### src/design/rx_flags_pkg.sv
// Shared constants and carrier types of the receive FIFO status flag block.
package rx_flags_pkg;

	// Default FIFO depth in characters and character width in bits.
	localparam int DEF_DEPTH = 256;
	localparam int DEF_WIDTH = 10;

	// Consecutive read-clock edges with the clear input low that start a FIFO clear.
	localparam logic [2:0] CLEAR_EDGES = 3'h7;

	// Clear sequencer states.
	typedef enum logic [1:0] {
		CLR_IDLE = 2'b00,
		CLR_COUNT = 2'b01,
		CLR_ACTIVE = 2'b10
	} clear_state_t;

	// Pin inputs that arrive from outside the mclk domain.
	typedef struct packed {
		logic rclk;
		logic cs_n;
		logic bypass_n;
		logic clear_n;
		logic oe_n;
		logic pol;
		logic coding_bypass;
		logic chip_reset_n;
	} pins_t;

	// Pins read as idle after reset: chip select and clear released, chip reset held.
	localparam pins_t PINS_RESET = pins_t'(8'h78);

	// Flag pin values after reset: not driven; half deasserted, empty asserted under the reset polarity.
	localparam logic FLAG_RESET = 1'h0;
	localparam logic OE_RESET = 1'h0;

endpackage : rx_flags_pkg

### src/design/rx_fifo_flags.sv
// Receive FIFO with half-full and empty status flag pins updated on the host read clock.
`timescale 1ns/10ps
`default_nettype none

module rx_fifo_flags
	import rx_flags_pkg::*;
#(
	parameter int DEPTH = DEF_DEPTH,
	parameter int WIDTH = DEF_WIDTH
) (
	// Clock, reset and clock enable.
	input wire logic mclk,
	input wire logic rst,
	input wire logic ce,
	// Host pins, asynchronous to mclk.
	input wire logic rx_read_clock,
	input wire logic chip_select_n,
	input wire logic fifo_bypass_n,
	input wire logic rx_fifo_clear_n,
	input wire logic rx_output_enable_n,
	input wire logic flag_polarity_select,
	input wire logic coding_bypass,
	input wire logic chip_reset_n,
	// Decoded characters from the receiver, mclk domain.
	input wire logic char_write,
	input wire logic [WIDTH-1:0] char_data,
	input wire logic bypass_valid,
	input wire logic bypass_sync,
	input wire logic [WIDTH-1:0] bypass_data,
	// Status flag pins with their output enables.
	output logic rx_half_flag,
	output logic rx_half_flag_oe,
	output logic rx_empty_flag,
	output logic rx_empty_flag_oe,
	// Parallel data and read indication.
	output logic [WIDTH-1:0] rx_parallel_out,
	output logic rx_read_taken,
	output logic clear_active
);

	localparam int PTR_W = $clog2(DEPTH);
	localparam int CNT_W = PTR_W + 1;
	localparam logic [CNT_W-1:0] HALF_LEVEL = CNT_W'(DEPTH / 2);
	localparam logic [CNT_W-1:0] FULL_LEVEL = CNT_W'(DEPTH);

	initial begin
		if (DEPTH < 8 || (DEPTH & (DEPTH - 1)) != 0) begin
			$error("DEPTH must be a power of two of at least 8");
		end
		if (WIDTH < 1) begin
			$error("WIDTH must be at least 1");
		end
	end

	typedef struct packed {
		pins_t s1;
		pins_t s2;
		logic rclk_prev;
		clear_state_t fsm;
		logic [2:0] clr_cnt;
		logic [PTR_W-1:0] wptr;
		logic [PTR_W-1:0] rptr;
		logic [CNT_W-1:0] count;
		logic half;
		logic half_oe;
		logic empty;
		logic empty_oe;
		logic [WIDTH-1:0] data;
		logic taken;
		logic clearing;
	} state_t;

	state_t st;
	state_t next_st;
	logic [WIDTH-1:0] mem [DEPTH];
	logic upd;
	logic fifo_mode;
	logic arm;
	logic read_try;
	logic read_ok;
	logic wr_ok;
	logic empty_now;

	// Level of the flag pin for a logical empty state under the selected polarity.
	function automatic logic flag_level(input logic asserted, input logic pol);
		flag_level = pol ? asserted : ~asserted;
	endfunction : flag_level

	//////////////////////////////////////////////////////////////////////////////////////////////

	always_comb begin
		next_st = st;
		// Every pin passes two flops; only the second stage is ever inspected.
		next_st.s1 = '{rx_read_clock, chip_select_n, fifo_bypass_n, rx_fifo_clear_n,
			rx_output_enable_n, flag_polarity_select, coding_bypass, chip_reset_n};
		next_st.s2 = st.s1;
		next_st.rclk_prev = st.s2.rclk;
		next_st.taken = 1'b0;
		upd = st.s2.rclk && !st.rclk_prev;
		fifo_mode = st.s2.bypass_n;
		arm = fifo_mode && st.s2.oe_n && !st.s2.cs_n && !st.s2.clear_n;
		empty_now = (st.count == '0);
		read_try = upd && fifo_mode && !st.s2.cs_n && !st.s2.oe_n;
		read_ok = read_try && !empty_now && st.fsm != CLR_ACTIVE;
		wr_ok = char_write && fifo_mode && st.fsm != CLR_ACTIVE && st.count != FULL_LEVEL;

		// Clear sequencer, stepped on read-clock edges only.
		if (upd) begin
			case (st.fsm)
				CLR_IDLE, CLR_COUNT: begin
					if (arm && st.clr_cnt == CLEAR_EDGES - 3'h1) begin
						next_st.fsm = CLR_ACTIVE;
						next_st.clr_cnt = '0;
					end else if (arm) begin
						next_st.fsm = CLR_COUNT;
						next_st.clr_cnt = st.clr_cnt + 3'h1;
					end else begin
						next_st.fsm = CLR_IDLE;
						next_st.clr_cnt = '0;
					end
				end
				CLR_ACTIVE: begin
					if (st.s2.clear_n || !fifo_mode) begin
						next_st.fsm = CLR_IDLE;
					end
				end
				default: begin
					next_st.fsm = CLR_IDLE;
					next_st.clr_cnt = '0;
				end
			endcase
		end

		// Kept as its own flop so the clear indication leaves the block without any decode.
		next_st.clearing = (next_st.fsm == CLR_ACTIVE);

		// Pointers and occupancy; a clear zeroes them and locks out writes.
		if (next_st.fsm == CLR_ACTIVE) begin
			next_st.wptr = '0;
			next_st.rptr = '0;
			next_st.count = '0;
		end else begin
			if (wr_ok) begin
				next_st.wptr = st.wptr + PTR_W'(1);
			end
			if (read_ok) begin
				next_st.rptr = st.rptr + PTR_W'(1);
				next_st.data = mem[st.rptr];
				next_st.taken = 1'b1;
			end
			if (wr_ok && !read_ok) begin
				next_st.count = st.count + CNT_W'(1);
			end else if (read_ok && !wr_ok) begin
				next_st.count = st.count - CNT_W'(1);
			end
		end

		// Bypass: the outputs load the receiver's character on a read-clock edge with output enabled and the character valid.
		if (upd && !fifo_mode && !st.s2.oe_n && bypass_valid) begin
			next_st.data = bypass_data;
			next_st.taken = 1'b1;
		end

		// Flag levels change only after a read-clock edge; chip reset floats the empty flag at once.
		if (upd) begin
			next_st.half = fifo_mode && next_st.fsm != CLR_ACTIVE
				&& next_st.count >= HALF_LEVEL;
			if (fifo_mode) begin
				next_st.empty = flag_level(next_st.fsm == CLR_ACTIVE
					|| next_st.count == '0, st.s2.pol);
			end else begin
				next_st.empty = flag_level(!bypass_valid
					|| (!st.s2.coding_bypass && bypass_sync), st.s2.pol);
			end
			next_st.empty_oe = !st.s2.cs_n && st.s2.chip_reset_n;
		end
		if (!st.s2.chip_reset_n) begin
			next_st.empty_oe = 1'b0;
		end
		// The half flag floats during chip reset alone and ignores chip select.
		next_st.half_oe = st.s2.chip_reset_n;
	end

	always_ff @(posedge mclk) begin
		if (rst) begin
			st <= '0;
			st.s1 <= PINS_RESET;
			st.s2 <= PINS_RESET;
			st.fsm <= CLR_IDLE;
			st.half <= FLAG_RESET;
			st.half_oe <= OE_RESET;
			st.empty <= FLAG_RESET;
			st.empty_oe <= OE_RESET;
		end else if (ce) begin
			st <= next_st;
		end
	end

	// Storage needs no reset; occupancy decides what is valid.
	always_ff @(posedge mclk) begin
		if (ce && wr_ok && next_st.fsm != CLR_ACTIVE) begin
			mem[st.wptr] <= char_data;
		end
	end

	assign rx_half_flag = st.half;
	assign rx_half_flag_oe = st.half_oe;
	assign rx_empty_flag = st.empty;
	assign rx_empty_flag_oe = st.empty_oe;
	assign rx_parallel_out = st.data;
	assign rx_read_taken = st.taken;
	assign clear_active = st.clearing;
endmodule : rx_fifo_flags

`default_nettype wire

### config.mk
export PLATFORM = sky130hd
export DESIGN_NAME = rx_fifo_flags
export DESIGN_NICKNAME = d
export VERILOG_FILES = /design/src/design/rx_flags_pkg.sv /design/src/design/rx_fifo_flags.sv
export SDC_FILE = /design/constraint.sdc
export NUM_CORES = 2
export LEC_CHECK = 0
export BUFFER_PORTS_ARGS = -buffer_cell sky130_fd_sc_hd__buf_2
export CORE_UTILIZATION = 35
export CTS_CLUSTER_SIZE = 25
export DETAILED_ROUTE_END_ITERATION = 7
export GPL_TIMING_DRIVEN = 0
export PLACE_DENSITY = 0.57
export SKIP_CTS_REPAIR_TIMING = 1
export SLEW_MARGIN = 40
export SYNTH_ARGS = -nofsm -noshare
export SYNTH_HDL_FRONTEND = slang
export SYNTH_SLANG_ARGS = --single-unit
### constraint.sdc
create_clock -name mclk -period 5.47 [get_ports mclk]
set_input_delay 0.547 -clock mclk [delete_from_list [all_inputs] [get_ports mclk]]
set_output_delay 0.547 -clock mclk [all_outputs]
set_load 0.005 [all_outputs]
* Word-level counts from Yosys, hierarchy flattened
Memory sizes are Yosys's and may differ from the RTL's. A register that Yosys moved wholly into a read port is not among the register bits.
Cells that the tools add are included.
** Operators by class
- Add/sub/neg operators :: 5
- $mul :: 0
- Divide/modulo/power cells :: 0
- Order comparisons :: 1
- Equal/unequal tests :: 9
- Shift-type cells :: 0
- Mux-type cells :: 23
- Bitwise logic cells :: 3
- Reduce and logical (&&, ||, !) cells :: 50
** Operators with widths (number)
- $mux W11 :: 3
- $mux W8 :: 4
- $mux W25 :: 1
- $logic_and A1 B1 Y1 :: 24
- $logic_not A9 Y1 :: 2
- $mux W9 :: 2
- $add A8 B1 Y8 const B :: 2
- $logic_not A1 Y1 :: 10
- $mux W5 :: 2
- $add A9 B1 Y9 const B :: 1
- $ge A9 B8 Y1 const B :: 1
- $ne A9 B9 Y1 const B :: 1
- $sub A9 B1 Y9 const B :: 1
- $reduce_and A2 Y1 :: 4
- $mux W1 :: 7
- $pmux W3 S2 :: 1
- $reduce_and A3 Y1 :: 2
- $reduce_bool A2 Y1 :: 3
- $eq A2 B2 Y1 const B :: 2
- $mux W4 :: 1
- $ne A2 B1 Y1 const B :: 2
- $ne A2 B2 Y1 const B :: 2
- $pmux W2 S2 :: 1
- $add A3 B1 Y3 const B :: 1
- other kinds (7) :: 11
** Word-level totals
- Register bits after elaboration :: 63
- Bits in latches :: 0
- Memory bits (writable) :: 2560
- Memory bits (read-only) :: 0
- Input port bits :: 34
- Output and inout bits :: 16
- Word-level logic and storage cells :: 121
- Memories :: 1
** Memory list
- mem :: depth 256, width 10, rd ports 1, clocked after Yosys merged registers in 1, write ports 1, RTL line rx_fifo_flags.sv:75 : logic [WIDTH-1:0] mem [DEPTH];

* Longest topological paths before layout
- Word-level depth :: 16
- Gate-level depth with buffers :: 12
- Depth with buffers taken out :: 10

* Least setup slack after synthesis
Ideal clock, no wire load.
- Path type :: flip-flop to flip-flop
- Start :: register st[16] (netlist name)
- End :: memory mem[191][0] (netlist name) (enable)
- Library setup time :: 0.408 ns
- Data arrival time :: 3.045 ns
- Required time :: 5.062 ns
- Slack :: 2.017 ns
- Cell stages (with the launch flop) :: 11
- Buffers on the path :: 3
- Period minus slack after synthesis :: 3.453 ns
- Cells stage by stage :: dfxtp_1 > clkbuf_1 > inv_1 > ha_1 > nor4b_1 > and3_1 > buf_2 > nor2_1 > nand3_1 > clkbuf_1 > nor4b_1
** On the way
- Cells in the longest elaborated chain, start to end :: 6
** RTL lines
- start, declared :: RTL line rx_fifo_flags.sv:73 : state_t st;
- start signal, assigned :: RTL line rx_fifo_flags.sv:195 : st <= next_st;
- $ne A9 B9 Y1 :: RTL line rx_fifo_flags.sv:105 : wr_ok = char_write && fifo_mode && st.fsm != CLR_ACTIVE && st.count != FULL_LEVEL;
- $logic_and A1 B1 Y1 :: RTL line rx_fifo_flags.sv:105
- $logic_and A1 B1 Y1 (2 in series) :: RTL line rx_fifo_flags.sv:201 : if (ce && wr_ok && next_st.fsm != CLR_ACTIVE) begin
- $mux W1 :: RTL line rx_fifo_flags.sv:201
- $mux W1 (not written as such) :: RTL line rx_fifo_flags.sv:202 : mem[st.wptr] <= char_data;
- end, declared :: RTL line rx_fifo_flags.sv:75
No other way between the ends.

* Final worst setup path
- Start :: register st[16] (netlist name)
- End :: memory mem[161][3] (netlist name) (enable)
The elaborated chain is that of the path after synthesis.

==> qor.txt <==
Area Growth Syn to Fin -> 15.9%
CP bufs+invs -> 4
number of flops mapped to enable cells by yosys -> 2560
Simple-Gate Fraction of Synth Area -> 2.00%
Critical R2R Capture -> mem[161][3]
Ys Warns -> 0
Hold Crit Class -> in -> reg
complex-gate fraction of the synthesized area -> 0.791%
CP Capture Type -> flip-flop
first-pass GRT wire length -> 385000 um
asr flop ratio synth -> 0%
Starting Density -> 35.3%
Nets -> 4850
dpl hpwl -> 185000 um
flop2flop setup slack -> 0.49 ns
DP Cell Count -> 8278
fill count -> 25100
antenna viol nets, final -> 0
drt total wl -> 275000 um
PortBufs -> 47
First DRT Iteration DRCs -> 5533
clock sinks -> 2631
sequential share of power -> 53.5%
critical path startpoint category -> flip-flop
final core utilization -> 40.9%
Worst path top cell family by delay -> simple AND/OR/NAND/NOR gates
slowest stage delay, CP -> 0.81 ns
Max FO, Critical Path -> 10
initial antenna violation count -> 13
RSZ-0062 raised after global routing -> no
crit path time final -> 4.98 ns
largest net degree at the start of global routing -> 97
synthesized flop and latch total -> 2631
Num CTS Buffers -> 297
worst slew pin tran -> 0.913 ns
synth cell count leaders -> edfxtp_1, mux4_2, nor2_1
top cell type's share of synthesized area -> 75.6%
PwrDens -> 351 nW/um^2
hold endpoint -> mem[179][3]
htree depth -> 5
DIE HEIGHT -> 541 um
WP data required -> 6.00 ns
mux cell area share after synthesis -> 18.8%
die width -> 541 um
WL per Instance -> 31.3 um
CTS tree -> yes
DRC -> 0
number of global-route vias before repair -> 49300
leakage power -> 34.9 nW
worst skew pair latency -> 0.92 ns
Synthesized Nets -> 4441
xor/xnor cell area share of the yosys netlist -> 0.0689%
Avg Inst Size Synth -> 23.1 sq um
register area share after synthesis -> 77.0%
most frequent cell on the critical path -> clkbuf_1
kind of critical path -> reg -> reg
period utilization -> 91.0%
via/cell ratio -> 5.51
clock slew at reported path FFs -> 0.06 ns
most common cell in the netlist -> edfxtp_1
post-synth cell types -> 53
number of cell rows -> 197
Slew Limit Fails -> 0
synth top area cells -> edfxtp_1, mux4_2, dfxtp_1, nor2_1, clkbuf_1
I/O pin count -> 50
gpl congestion -> 0.903
worst-path cell chain -> clkbuf_1 -> inv_1 -> ha_1 -> nor4b_1 -> and3_1 -> buf_2 -> nor2_1 -> nand3_1 -> nor3b_2 -> nand2_1 -> clkbuf_1 -> nor2_2
layout cells sized above 1 -> 35.1%
clock network fraction of design power -> 45.0%
largest family of logic cells by synthesized area -> multiplexers
FMAX -> 0.201 GHz
hold_sp -> char_data[3]
internal power -> 0.0331 W
clk root buf -> clkbuf_16
WHS Path Cells -> 1
core area -> 288000 sq um
slowest CP cell -> nor3b_2
outcome -> complete, no violations
via total after detailed routing -> 48500
Synth Flop Type -> edfxtp_1
Longest Clk Path Bufs -> 4
fin cells -> 8804
gr ovfl total -> 0
final setup vio count -> 0
Synth Area in Adders -> 0.111%
largest area contributor in the netlist -> edfxtp_1
Reg-to-Reg Start -> st[16]
max-cap violations -> 0
VDD IR-drop max -> 310 uV
die area -> 293000 sq um
Slew HR -> 38.9%
switching share of power -> 19.8%
final hold viol count -> 0
NetSw -> 0.00819 W
DRT Pass-1 Iters -> 5
Max Clock Skew -> 0.0608 ns
Crit path arrival time -> 5.51 ns
Global Route Usage Sum -> 18.8%
post-synthesis instance total -> 4398
Logic pwr share -> 1.4%
overall power -> 0.0413 W
r2r worst-path depth -> 12
Netlist Area Pre-Place -> 102000 sq um
==> routing by layer <==
layer / vias to the layer above / wire length (um) / global-route usage (%)
met1: 26700 / 113000 / 25.4
met4: 2 / 9590 / 6.16
met2: 1867 / 132000 / 30.2
li1: 19600 / - / -
met5: - / 25 / 0
met3: 436 / 20600 / 4.01
==> power by group through the flow <==
stage | sequential [W] | clock, W | combinational [W]
2_1_floorplan | 0.0225 | 0 | 0.0000819
3_3_place_gp | 0.0226 | 0 | 0.000477
3_5_place_dp | 0.0225 | 0 | 0.000593
4_1_cts | 0.0221 | 0.0188 | 0.000592
5_1_grt | 0.0221 | 0.0196 | 0.000628
6_report | 0.0221 | 0.0186 | 0.000592
==> sequential cells by signal, indices dropped and copies added (netlist names), named ones only <==
signal            flops
mem                2560
st                   36
next_st              10
rx_parallel_out      10
clear_active          1
fifo_mode             1
rx_empty_flag         1
rx_empty_flag_oe      1
rx_half_flag          1
rx_half_flag_oe       1
rx_read_taken         1
==> worst reg2reg max path: stages (launching register included) <==
cell	delay, ns
dfxtp_1	0.33
clkbuf_1	0.28
inv_1	0.11
ha_1	0.27
nor4b_1	0.21
and3_1	0.20
buf_2	0.15
nor2_1	0.14
nand3_1	0.36
nor3b_2	0.82
nand2_1	0.59
clkbuf_1	0.48
nor2_2	0.67
==> per-stage QoR <==
step	setup WS (ns)	hold WS, ns	setup TNS, ns	instance area, sq um
4_1_cts	0.480	-0.198	0	118000
2_1_floorplan	2.02	0.441	0	102000
3_3_place_gp	-0.449	0.462	-121.31	107000
3_5_place_dp	0.534	0.464	0	109000
6_report	0.491	0.0429	0	118000
5_1_grt	0.292	0.00219	0	118000
==> how the worst max path moves through the flow <==
stage / start / endpoint / slack, ns / cells past startpoint
floorplan: st[16] / mem[191][0] / 2.02 / 10
global placement: st[16] / mem[159][5] / -0.45 / 12
detailed placement: st[16] / mem[180][0] / 0.53 / 12
CTS: st[16] / mem[185][3] / 0.48 / 12
global route: st[16] / mem[161][2] / 0.29 / 12
finish: st[16] / mem[161][3] / 0.49 / 12
==> cells in the final DEF (no fill, tap or decap), drive strengths merged, types with 28 or more instances in the layout <==
| cell | Yosys | layout |
|---|---|---|
| buf | 122 | 221 |
| a21oi | 68 | 68 |
| clkbuf | 138 | 504 |
| edfxtp | 2560 | 2560 |
| o21ai | 28 | 28 |
| clkinv | 0 | 115 |
| dfxtp | 71 | 71 |
| nand2 | 67 | 67 |
| mux2i | 42 | 42 |
| mux4 | 830 | 830 |
| nor2 | 306 | 306 |
==> cells by family after synthesis <==
logic type,count (synthesis)
buf+inv,269
fa+ha+maj,9
compound gates,136
flops,2631
simple gates,473
xor+xnor,8
mux,872
==> cell type report <==
class	instances	area, sq um	area share, %
flip-flops and latches	2631	78300	66.4
repair buffers	110	1620	1.37
clock inverters	139	1020	0.864
plain buffers	260	1350	1.15
well taps	3781	4730	4.01
clock buffers	366	7940	6.73
multi-input cells	1498	22800	19.4
inverters	9	33.8	0.0287
diodes	10	25.0	0.0212
Power figures use the tool's default switching activity.
